[config.mk]
export PLATFORM = sky130hd
export DESIGN_NAME = cmb_msg_buffer
export DESIGN_NICKNAME = d
export VERILOG_FILES = /design/src/verilog/cmb_pkg.sv /design/src/verilog/cmb_msg_buffer.sv
export VERILOG_INCLUDE_DIRS = /design/src /design/src/verilog
export SDC_FILE = /design/constraint.sdc
export NUM_CORES = 1
export LEC_CHECK = 0
export BUFFER_PORTS_ARGS = -buffer_cell sky130_fd_sc_hd__clkbuf_2
export CORE_ASPECT_RATIO = 1.75
export CORE_UTILIZATION = 29
export DETAILED_ROUTE_END_ITERATION = 10
export PLACE_DENSITY_LB_ADDON = 0.25
export SYNTH_ARGS = -nofsm -noshare
export SYNTH_HDL_FRONTEND = slang
export SYNTH_HIERARCHICAL = 1
export SYNTH_SLANG_ARGS = --single-unit
[constraint.sdc]
create_clock -name i_clk_sys -period 3.7 [get_ports i_clk_sys]
set_input_delay 0 -clock i_clk_sys [delete_from_list [all_inputs] [get_ports i_clk_sys]]
set_output_delay 0 -clock i_clk_sys [all_outputs]
set_load 0.005 [all_outputs]
[src/verilog/cmb_defs.svh]
`ifndef CMB_DEFS_SVH
`define CMB_DEFS_SVH
// ----------------------------------------------------------------
// register indices, byte address is four times the index
// ----------------------------------------------------------------
`define CMB_IDX_ID0 5'h00
`define CMB_IDX_ID1 5'h01
`define CMB_IDX_ID2 5'h02
`define CMB_IDX_ID3 5'h03
`define CMB_IDX_PAY0 5'h04
`define CMB_IDX_PAY7 5'h0B
`define CMB_IDX_LEN 5'h0C
`define CMB_IDX_CTRL 5'h10
`define CMB_IDX_STAT 5'h11
// ----------------------------------------------------------------
// field positions
// ----------------------------------------------------------------
`define CMB_ID1_RTR 4
`define CMB_ID1_IDE 3
`define CMB_CTRL_START 0
`define CMB_CTRL_ARM 1
`define CMB_CTRL_CLR 2
// ----------------------------------------------------------------
// reset values and counts
// ----------------------------------------------------------------
`define CMB_REG_RST 8'h00
`define CMB_DLC_MAX 4'h8
`define CMB_HDR_LAST 5'h10
`define CMB_ARB_BITS 5'h0C
`define CMB_RESP_OKAY 2'h0
`define CMB_RESP_DECERR 2'h3
`endif

[src/verilog/cmb_pkg.sv]
// ----------------------------------------------------------------
// shared types
// ----------------------------------------------------------------
package cmb_pkg;
  // transmit serializer phases
  typedef enum logic [1:0] {TX_IDLE, TX_HDR, TX_WAIT, TX_DATA} cmb_tx_state_type;
  // one buffer byte
  typedef logic [7:0] cmb_byte_type;
endpackage

[src/verilog/cmb_msg_buffer.sv]
// Added by the designer: the AXI4-Lite register port.
`timescale 1ns/1ps
`default_nettype none
`include "cmb_defs.svh"

// ----------------------------------------------------------------
// payload fifo
// ----------------------------------------------------------------
module cmb_fifo #(
  parameter int WIDTH = 8,
  parameter int DEPTH = 8
) (
  input wire logic i_clk_sys,
  input wire logic i_srst,
  input wire logic i_flush,
  input wire logic i_in_valid,
  input wire logic [WIDTH-1:0] i_in_data,
  output logic o_in_ready,
  output logic o_out_valid,
  output logic [WIDTH-1:0] o_out_data,
  input wire logic i_out_ready
);
  localparam int AW = $clog2(DEPTH);
  // storage words
  logic [WIDTH-1:0] mem [0:DEPTH-1];
  // pointers carry one extra wrap bit
  logic [AW:0] wptr;
  logic [AW:0] rptr;
  logic push;
  logic pop;

  // full when wrap bits differ and indices match
  assign o_in_ready = !((wptr[AW] != rptr[AW]) && (wptr[AW-1:0] == rptr[AW-1:0]));
  assign o_out_valid = (wptr != rptr);
  assign o_out_data = mem[rptr[AW-1:0]];
  assign push = i_in_valid && o_in_ready;
  assign pop = o_out_valid && i_out_ready;

  // word store
  always_ff @(posedge i_clk_sys) begin
    if (push) begin
      mem[wptr[AW-1:0]] <= i_in_data;
    end
  end

  // write pointer
  always_ff @(posedge i_clk_sys) begin
    if (i_srst || i_flush) begin
      wptr <= '0;
    end else if (push) begin
      wptr <= wptr + 1'b1;
    end
  end

  // read pointer
  always_ff @(posedge i_clk_sys) begin
    if (i_srst || i_flush) begin
      rptr <= '0;
    end else if (pop) begin
      rptr <= rptr + 1'b1;
    end
  end
endmodule // cmb_fifo

// ----------------------------------------------------------------
// message buffer, standard mapping
// ----------------------------------------------------------------
// Contract
// 11-bit identifier, msb sent first
// smaller identifier wins arbitration
// ident_byte1 bits 7-5 hold identifier 2-0
// ident_byte1 bit 4 is remote flag
// ident_byte1 bit 3 is format flag
// eight payload bytes at indices 4 to B
// move only dlc-counted payload bytes
// remote frame: dlc sent, no bytes
// dlc 0 to 8 gives 0 to 8 bytes
// frame_length at index C
// ident_byte0 holds bits 10-3; bytes 2,3 unused
// dlc above 8 sent, payload capped eight
module cmb_msg_buffer #(
  parameter int ADDR_W = 7,
  parameter int FIFO_DEPTH = 8
) (
  input wire logic i_clk_sys,
  input wire logic i_srst,
  input wire logic [ADDR_W-1:0] i_awaddr,
  input wire logic i_awvalid,
  output logic o_awready,
  input wire logic [31:0] i_wdata,
  input wire logic [3:0] i_wstrb,
  input wire logic i_wvalid,
  output logic o_wready,
  output logic [1:0] o_bresp,
  output logic o_bvalid,
  input wire logic i_bready,
  input wire logic [ADDR_W-1:0] i_araddr,
  input wire logic i_arvalid,
  output logic o_arready,
  output logic [31:0] o_rdata,
  output logic [1:0] o_rresp,
  output logic o_rvalid,
  input wire logic i_rready,
  output logic o_tx_valid,
  output logic o_tx_bit,
  output logic o_tx_last,
  input wire logic i_tx_ready,
  input wire logic i_tx_bus_bit,
  input wire logic i_rx_valid,
  input wire logic [7:0] i_rx_data,
  input wire logic i_rx_last,
  output logic o_rx_ready
);
  // ----------------------------------------------------------------
  // storage and state
  // ----------------------------------------------------------------
  // buffer bytes, indices 0 to C
  cmb_pkg::cmb_byte_type mem [0:12];
  // write channel holding
  logic aw_got;
  logic w_got;
  logic [4:0] aw_idx;
  logic [31:0] w_data;
  logic [3:0] w_strb;
  // serializer
  cmb_pkg::cmb_tx_state_type state;
  logic [16:0] hdr_sh;
  logic [4:0] pos;
  logic [7:0] dsh;
  logic [2:0] bpos;
  logic [3:0] byte_n;
  logic [3:0] push_cnt;
  // status
  logic tx_done;
  logic arb_lost;
  logic rx_full;
  logic [3:0] rx_idx;

  // payload count from length code and remote flag
  function automatic logic [3:0] pay_count(input logic [3:0] dlc, input logic rtr);
    logic [3:0] n;
    n = 4'h0;
    // remote sends none
    if (rtr) begin
      n = 4'h0;
    // cap at eight
    end else if (dlc > `CMB_DLC_MAX) begin
      n = `CMB_DLC_MAX;
    // code equals count
    end else begin
      n = dlc;
    end
    return n;
  endfunction

  // ----------------------------------------------------------------
  // derived terms
  // ----------------------------------------------------------------
  logic [3:0] nbytes;
  logic wr_fire;
  logic wr_buf;
  logic ctrl_wr;
  logic start;
  logic clr;
  logic hs;
  logic arb_lose;
  logic hdr_end;
  logic last_byte;
  logic fin;
  logic f_push;
  logic f_ready;
  logic f_valid;
  logic f_pop;
  logic [7:0] f_data;
  logic rx_take;
  logic [3:0] rx_k;
  logic [3:0] rx_cnt;

  // length in force for both directions
  assign nbytes = pay_count(mem[12][3:0], mem[1][`CMB_ID1_RTR]);
  assign wr_fire = aw_got && w_got && !o_bvalid;
  // buffer is frozen while a frame uses it
  assign wr_buf = wr_fire && w_strb[0] && (aw_idx <= `CMB_IDX_LEN)
    && (state == cmb_pkg::TX_IDLE) && !o_rx_ready;
  assign ctrl_wr = wr_fire && w_strb[0] && (aw_idx == `CMB_IDX_CTRL);
  assign start = ctrl_wr && w_data[`CMB_CTRL_START]
    && (state == cmb_pkg::TX_IDLE) && !o_rx_ready;
  assign clr = ctrl_wr && w_data[`CMB_CTRL_CLR];
  assign hs = o_tx_valid && i_tx_ready;
  // recessive sent but dominant seen
  assign arb_lose = (state == cmb_pkg::TX_HDR) && hs && (pos < `CMB_ARB_BITS)
    && o_tx_bit && !i_tx_bus_bit;
  assign hdr_end = (state == cmb_pkg::TX_HDR) && hs && (pos == `CMB_HDR_LAST);
  assign last_byte = (byte_n == nbytes - 4'h1);
  assign fin = (hdr_end && (nbytes == 4'h0))
    || ((state == cmb_pkg::TX_DATA) && hs && (bpos == 3'h7) && last_byte);
  // push only counted bytes
  assign f_push = (state != cmb_pkg::TX_IDLE) && (push_cnt < nbytes);
  assign f_pop = (state == cmb_pkg::TX_WAIT) && f_valid;
  assign rx_take = i_rx_valid && o_rx_ready;
  assign rx_k = rx_idx - 4'h3;
  assign rx_cnt = pay_count(mem[12][3:0], mem[1][`CMB_ID1_RTR]);

  // ----------------------------------------------------------------
  // payload fifo between buffer and serializer
  // ----------------------------------------------------------------
  cmb_fifo #(
    .WIDTH(8),
    .DEPTH(FIFO_DEPTH)
  ) u_fifo (
    .i_clk_sys(i_clk_sys),
    .i_srst(i_srst),
    .i_flush(arb_lose),
    .i_in_valid(f_push),
    .i_in_data(mem[4'(push_cnt + 4'h4)]),
    .o_in_ready(f_ready),
    .o_out_valid(f_valid),
    .o_out_data(f_data),
    .i_out_ready(f_pop)
  );

  // ----------------------------------------------------------------
  // axi write channels
  // ----------------------------------------------------------------
  // address: held until the response is taken
  always_ff @(posedge i_clk_sys) begin
    if (i_srst) begin
      aw_got <= 1'b0;
      aw_idx <= 5'h00;
      o_awready <= 1'b0;
    end else if (o_awready && i_awvalid) begin
      aw_got <= 1'b1;
      aw_idx <= i_awaddr[6:2];
      o_awready <= 1'b0;
    end else if (o_bvalid && i_bready) begin
      aw_got <= 1'b0;
    end else begin
      o_awready <= !aw_got;
    end
  end

  // data: taken independently of address
  always_ff @(posedge i_clk_sys) begin
    if (i_srst) begin
      w_got <= 1'b0;
      w_data <= 32'h0000_0000;
      w_strb <= 4'h0;
      o_wready <= 1'b0;
    end else if (o_wready && i_wvalid) begin
      w_got <= 1'b1;
      w_data <= i_wdata;
      w_strb <= i_wstrb;
      o_wready <= 1'b0;
    end else if (o_bvalid && i_bready) begin
      w_got <= 1'b0;
    end else begin
      o_wready <= !w_got;
    end
  end

  // response one cycle after both halves are held
  always_ff @(posedge i_clk_sys) begin
    if (i_srst) begin
      o_bvalid <= 1'b0;
      o_bresp <= `CMB_RESP_OKAY;
    end else if (wr_fire) begin
      o_bvalid <= 1'b1;
      // unmapped index answers decode error
      if ((aw_idx <= `CMB_IDX_LEN) || (aw_idx == `CMB_IDX_CTRL)
          || (aw_idx == `CMB_IDX_STAT)) begin
        o_bresp <= `CMB_RESP_OKAY;
      end else begin
        o_bresp <= `CMB_RESP_DECERR;
      end
    end else if (i_bready) begin
      o_bvalid <= 1'b0;
    end
  end

  // ----------------------------------------------------------------
  // axi read channel
  // ----------------------------------------------------------------
  always_ff @(posedge i_clk_sys) begin
    if (i_srst) begin
      o_arready <= 1'b0;
      o_rvalid <= 1'b0;
      o_rdata <= 32'h0000_0000;
      o_rresp <= `CMB_RESP_OKAY;
    end else if (o_arready && i_arvalid) begin
      o_arready <= 1'b0;
      o_rvalid <= 1'b1;
      o_rresp <= `CMB_RESP_OKAY;
      // buffer bytes in low lane
      if (i_araddr[6:2] <= `CMB_IDX_LEN) begin
        o_rdata <= {24'h00_0000, mem[4'(i_araddr[5:2])]};
      end else if (i_araddr[6:2] == `CMB_IDX_CTRL) begin
        o_rdata <= {30'h0000_0000, o_rx_ready, 1'b0};
      end else if (i_araddr[6:2] == `CMB_IDX_STAT) begin
        o_rdata <= {27'h000_0000, o_rx_ready, rx_full, arb_lost, tx_done,
          (state != cmb_pkg::TX_IDLE)};
      end else begin
        o_rdata <= 32'h0000_0000;
        o_rresp <= `CMB_RESP_DECERR;
      end
    end else if (o_rvalid) begin
      // hold until the master takes it
      o_rvalid <= !i_rready;
    end else begin
      o_arready <= 1'b1;
    end
  end

  // ----------------------------------------------------------------
  // buffer bytes: software writes and received frame
  // ----------------------------------------------------------------
  always_ff @(posedge i_clk_sys) begin
    if (i_srst) begin
      for (int i = 0; i < 13; i++) begin
        mem[i] <= `CMB_REG_RST;
      end
    end else if (rx_take) begin
      if (rx_idx == 4'h0) begin
        // identifier bits 10-3
        mem[0] <= i_rx_data;
      end else if (rx_idx == 4'h1) begin
        // low id, remote and format flags
        mem[1] <= i_rx_data;
      end else if (rx_idx == 4'h2) begin
        // length field, upper bits read zero
        mem[12] <= {4'h0, i_rx_data[3:0]};
      end else if (rx_k < rx_cnt) begin
        // bytes past the count are dropped
        mem[4'(rx_k + 4'h4)] <= i_rx_data;
      end
    end else if (wr_buf) begin
      if (aw_idx == `CMB_IDX_LEN) begin
        mem[12] <= {4'h0, w_data[3:0]};
      end else begin
        mem[aw_idx[3:0]] <= w_data[7:0];
      end
    end
  end

  // ----------------------------------------------------------------
  // receive sequencing
  // ----------------------------------------------------------------
  // byte counter saturates so long frames never wrap onto the header
  always_ff @(posedge i_clk_sys) begin
    if (i_srst) begin
      rx_idx <= 4'h0;
      o_rx_ready <= 1'b0;
    end else if (rx_take && i_rx_last) begin
      o_rx_ready <= 1'b0;
    end else if (rx_take) begin
      rx_idx <= (rx_idx == 4'hF) ? rx_idx : rx_idx + 4'h1;
    end else if (ctrl_wr && w_data[`CMB_CTRL_ARM] && (state == cmb_pkg::TX_IDLE)) begin
      o_rx_ready <= 1'b1;
      rx_idx <= 4'h0;
    end
  end

  // ----------------------------------------------------------------
  // sticky status, set wins over clear
  // ----------------------------------------------------------------
  always_ff @(posedge i_clk_sys) begin
    if (i_srst) begin
      tx_done <= 1'b0;
      arb_lost <= 1'b0;
      rx_full <= 1'b0;
    end else begin
      tx_done <= fin || (tx_done && !clr);
      arb_lost <= arb_lose || (arb_lost && !clr);
      rx_full <= (rx_take && i_rx_last) || (rx_full && !clr);
    end
  end

  // ----------------------------------------------------------------
  // payload loader
  // ----------------------------------------------------------------
  // stalls whenever the fifo is full
  always_ff @(posedge i_clk_sys) begin
    if (i_srst || start) begin
      push_cnt <= 4'h0;
    end else if (f_push && f_ready) begin
      push_cnt <= push_cnt + 4'h1;
    end
  end

  // ----------------------------------------------------------------
  // bit serializer
  // ----------------------------------------------------------------
  always_ff @(posedge i_clk_sys) begin
    if (i_srst) begin
      state <= cmb_pkg::TX_IDLE;
      o_tx_valid <= 1'b0;
      o_tx_bit <= 1'b0;
      o_tx_last <= 1'b0;
      hdr_sh <= 17'h0_0000;
      pos <= 5'h00;
      dsh <= 8'h00;
      bpos <= 3'h0;
      byte_n <= 4'h0;
    end else begin
      case (state)
        cmb_pkg::TX_IDLE: begin
          if (start) begin
            // frame_ident_bits, rtr, ide, dlc; bytes 2,3 unused
            // dlc goes out as programmed
            hdr_sh <= {mem[0], mem[1][7:3], mem[12][3:0]};
            o_tx_bit <= mem[0][7];
            o_tx_valid <= 1'b1;
            pos <= 5'h00;
            byte_n <= 4'h0;
            state <= cmb_pkg::TX_HDR;
          end
        end
        cmb_pkg::TX_HDR: begin
          // losing node backs off at once
          if (arb_lose) begin
            o_tx_valid <= 1'b0;
            state <= cmb_pkg::TX_IDLE;
          end else if (hdr_end) begin
            o_tx_valid <= 1'b0;
            o_tx_last <= 1'b0;
            // no data after a remote header
            state <= (nbytes == 4'h0) ? cmb_pkg::TX_IDLE : cmb_pkg::TX_WAIT;
          end else if (hs) begin
            // msb first shift
            o_tx_bit <= hdr_sh[15];
            hdr_sh <= {hdr_sh[15:0], 1'b0};
            pos <= pos + 5'h01;
            // flag must ride on the final header bit, the one at the last position, only when no payload bytes follow
            o_tx_last <= (pos == `CMB_HDR_LAST - 5'h01) && (nbytes == 4'h0);
          end
        end
        cmb_pkg::TX_WAIT: begin
          // valid stays low, so no gap bits go out, while the fifo is empty
          if (f_valid) begin
            o_tx_bit <= f_data[7];
            dsh <= f_data;
            bpos <= 3'h0;
            o_tx_valid <= 1'b1;
            o_tx_last <= 1'b0;
            state <= cmb_pkg::TX_DATA;
          end
        end
        cmb_pkg::TX_DATA: begin
          if (hs) begin
            if (bpos == 3'h7) begin
              o_tx_valid <= 1'b0;
              o_tx_last <= 1'b0;
              byte_n <= byte_n + 4'h1;
              // stop after the counted bytes
              state <= last_byte ? cmb_pkg::TX_IDLE : cmb_pkg::TX_WAIT;
            end else begin
              o_tx_bit <= dsh[6];
              dsh <= {dsh[6:0], 1'b0};
              bpos <= bpos + 3'h1;
              o_tx_last <= (bpos == 3'h6) && last_byte;
            end
          end
        end
        default: begin
          state <= cmb_pkg::TX_IDLE;
        end
      endcase
    end
  end
endmodule // cmb_msg_buffer

`default_nettype wire

==> summary.md <==
### Status
- completed — result of the run

### Floorplanning
- 299 um — chip height
- 172 um — horizontal die dimension
- 114 — Top-Level Pins
- 29.4% — starting density of the core
- 49,700 sq um — core outline area
- 51,400 sq um — Die Area
- 108 — Placement Rows

### Critical path
- reg2reg — Setup CP Type
- dfxtp_1 — standard cell with the maximum stage delay on the critical path
- 3480 ps — arrival time at the worst endpoint
- 1 — crit path buf inv count
- 9 — maximum fanout encountered on the critical timing path
- register — Worst Setup Start Kind
- ha_1, xnor2_1, ha_1, and3_1, a221o_1, o21ai_0, a21oi_2, o21ai_0, buf_4 — Cell Chain, Critical Path
- compound AO/OA/AOI/OAI gates — CP delay by family, top
- register — crit end category
- 440 ps — Slowest Stage Delay on Critical Path
- 3960 ps — data required time of the worst path

### Power
- 6.00 nW — leak pwr
- 401 nW/um^2 — power density over the cells
- 0.410 mV — Max IR drop VDD

### Clock tree
- clkbuf_16 — clock tree root buffer cell
- 26 — TritonCTS Buffers
- 286 — number of clock sinks seen by CTS
- 1 — H-tree lvl count
- 3 — CTS max path bufs
- 570 ps — Clk Latency, worst-skew pair
- 0 — number of post-CTS setup repair buffers
- built — TritonCTS clock tree
- 70 ps — clock-pin slew of the registers on the worst-case setup and hold paths

### Synth
- 192 — EDFF count, synth
- 1,176 — Post-Syn Instances
- edfxtp_1 — Synth Flop Type
- 0% — share of async-settable or async-resettable flops after synthesis
- edfxtp_1 — largest area contributor in the synthesized netlist
- 78 — distinct cell type count of the synthesized netlist
- 6 — total number of yosys warnings
- 14,600 sq um — area of the mapped netlist
- edfxtp_1 (39%), dfxtp_1 (13%), mux4_2 (10%) — cell types with the largest area share after synthesis
- 52.3% — Seq/Total Area, Yosys
- 39.4% — Yosys top cell area share
- 12.4 sq um — average footprint of a synthesized cell
- 286 — post-synthesis sequential element count

### Global route
- 0 — GRT Residual Overflow
- 66,400 um — global-route wire length before repair
- 48 — maximum number of pins on one net before global-route repair
- 1 — number of antenna violations at the first check in global routing
- 10,602 — vias in the first global route
- 17.6% — global-route usage over all layers

### Place
- 33,900 um — estimated wirelength of the detail-placed design
- 0.861 — GPL Wtd Cong
- 58 — port bufs
- 495 ps — DP Worst Slack

### Timing
- 0 — Hold Fails Final Rpt
- 36.1% — slew margin rel.
- 0 — count of final max-slew check failures
- 480 ps — worst setup slack after layout
- 30.4 ps — final clock skew
- 0.311 GHz — Max Fclk
- no — unrepaired setup endpoints after global routing
- 34.5 ps — Worst Hold Margin
- 87.0% — final period utilization
- 0 — final count of negative-setup-slack endpoints
- 3220 ps — final critical path time including I/O delays and setup
- 959 ps — Worst-Margin Slew
- 0 ps — final-layout setup total negative slack

### Cells and area
- 34.5% — Layout Utilization
- 1,390 — Final #Nets
- 4,982 — filler cell count
- 0 — number of antenna repair diodes
- 17.3% — relative area change from synthesis to final layout
- 20.4% — share of layout cells above drive strength 1

### Route
- 5.18 — routed via count divided by cell count
- 1560 um — detailed route wirelength on metal3
- 44,600 um — total routed wirelength
- 0 — DRT antenna net count
- 10,264 — via count
- met5 — topmost layer with routed signal wires
- 0 — number of DRC violations after detailed routing
- 629 — starting DRC count in detailed routing
- 24,200 um — DR WL met2
- 15,600 um — met1 routed wirelength after detailed routing
- 8 — number of iterations in the first detailed-routing pass
- 22.5 um — Routed wire per std cell

### Flow run
- 0 — count of max-cap constraint violations

### Worst hold path
- in2reg — Tightest Hold Check Type

==> placed cells by master, fill, tap and decap left out, drive strengths merged, types with 7 or more instances in the layout <==
master,count
nor3b,8
inv,28
ha,21
mux2,16
mux2i,40
xnor2,9
a311oi,15
a21o,7
nor2,117
buf,67
a211oi,20
a21oi,42
a22oi,19
dlygate4sd3,57
conb,24
clkbuf,99
edfxtp,192
nand2b,9
xor2,11
nor3,66
a22o,20
o21ai,27
mux4,84
or3,13
nand3,20
nand2,78
dfxtp,94
or4,7
nor4,10
==> flip-flops by register name, summed over array words and instances (netlist names), 5 cells and up, named ones only <==
register,cells
hdr_sh,16
pos,5
o_rdata,8
aw_idx,5
mem,128
u_fifo/mem,64
dsh,7
w_data,8
==> cell usage after synthesis, types with 4 or more instances <==
cell type  instances
a211oi_1          20
a21o_1             7
a21oi_1           40
a221o_1            4
a221oi_1           6
a22o_1            20
a22oi_1           19
a311oi_1          15
a31oi_1            5
a41oi_1            4
and2_1             5
and3_1             6
buf_1             15
buf_2             17
buf_4             28
buf_6              7
clkbuf_1          39
dfxtp_1           94
edfxtp_1         192
ha_1              21
inv_1             28
mux2_2            16
mux2i_1           40
mux4_1            17
mux4_2            67
nand2_1           78
nand2b_1           9
nand3_1           20
nand3b_1           4
nand4_1            6
nor2_1           115
nor3_1            64
nor3b_1            8
nor4_1             8
nor4b_1            6
o21ai_0           26
o22ai_1            6
or2_2              5
or3_1             13
or4_1              5
xnor2_1            9
xor2_1            11
==> timing repair <==
action | in CTS | in global routing
hold buffers | 57 | 0
gates resized for setup | 0 | 0
hold endpoints to repair | 57 | 0
==> area by class of cell <==
class	instances	area (sq um)	share of cell area, %
clock buffers	42	742	4.33
clock inverters	6	90.1	0.525
inverters	28	105	0.613
multi-input cells	777	6380	37.2
flip-flops and latches	286	7650	44.6
well taps	660	826	4.81
repair buffers	181	1360	7.91
==> logic make-up (layout without fill, tap and decap cells) <==
group                    Yosys count  after routing  share of synthesized area, %
AND/OR/NAND/NOR                  374            374                          12.9
flip-flops                       286            286                          52.3
AO/OA/AOI/OAI                    198            198                          9.62
multiplexers                     140            140                          17.3
buffers and inverters            136            257                          4.83
adder cells (fa/ha/maj)           21             21                          1.80
XOR/XNOR                          20             20                          1.20
other                              1             24                        0.0256
==> per-layer routing <==
layer / vias up / global-route usage, %
met4: 2 / 11.6
li1: 4755 / -
met3: 101 / 2.03
met2: 263 / 33.2
met5: - / 0
met1: 5143 / 18.0
==> metrics by stage <==
| step | cell area (sq um) | cells | total power (W) |
|---|---|---|---|
| 6_report | 17200 | 1980 | 0.00687 |
| 3_3_place_gp | 15800 | 1875 | 0.00417 |
| 3_5_place_dp | 15800 | 1875 | 0.00418 |
| 2_1_floorplan | 14700 | 1199 | 0.00397 |
| 5_1_grt | 17200 | 1980 | 0.00711 |
| 4_1_cts | 17200 | 1980 | 0.00696 |
==> worst min-delay path: stages <==
cell and delay [ps]:
clkbuf_2 110, nand2_1 190, nor4_1 80, a21oi_1 110, nor2_1 50
==> report_power, final <==
part,switching (W),internal (W)
registers,0.0000730,0.00348
clock network,0.00121,0.00151
logic,0.000337,0.000266
==> worst paths after layout <==
path / startpoint / endpoint / slack (ps) / depth (start not counted)
setup reg to reg: rx_idx[1]$_SDFFE_PP0P_ / mem[10][0]$_SDFFCE_PN0P_ / 480 / 9
setup / recovery: rx_idx[1]$_SDFFE_PP0P_ / mem[10][0]$_SDFFCE_PN0P_ / 480 / 9
hold reg to reg: o_rdata[7]$_SDFFE_PP0P_ / o_rdata[7]$_SDFFE_PP0P_ / 460 / 1
hold / removal: i_tx_ready / bpos[1]$_SDFFE_PP0P_ / 30 / 5
(Power assumes the default switching activity.)
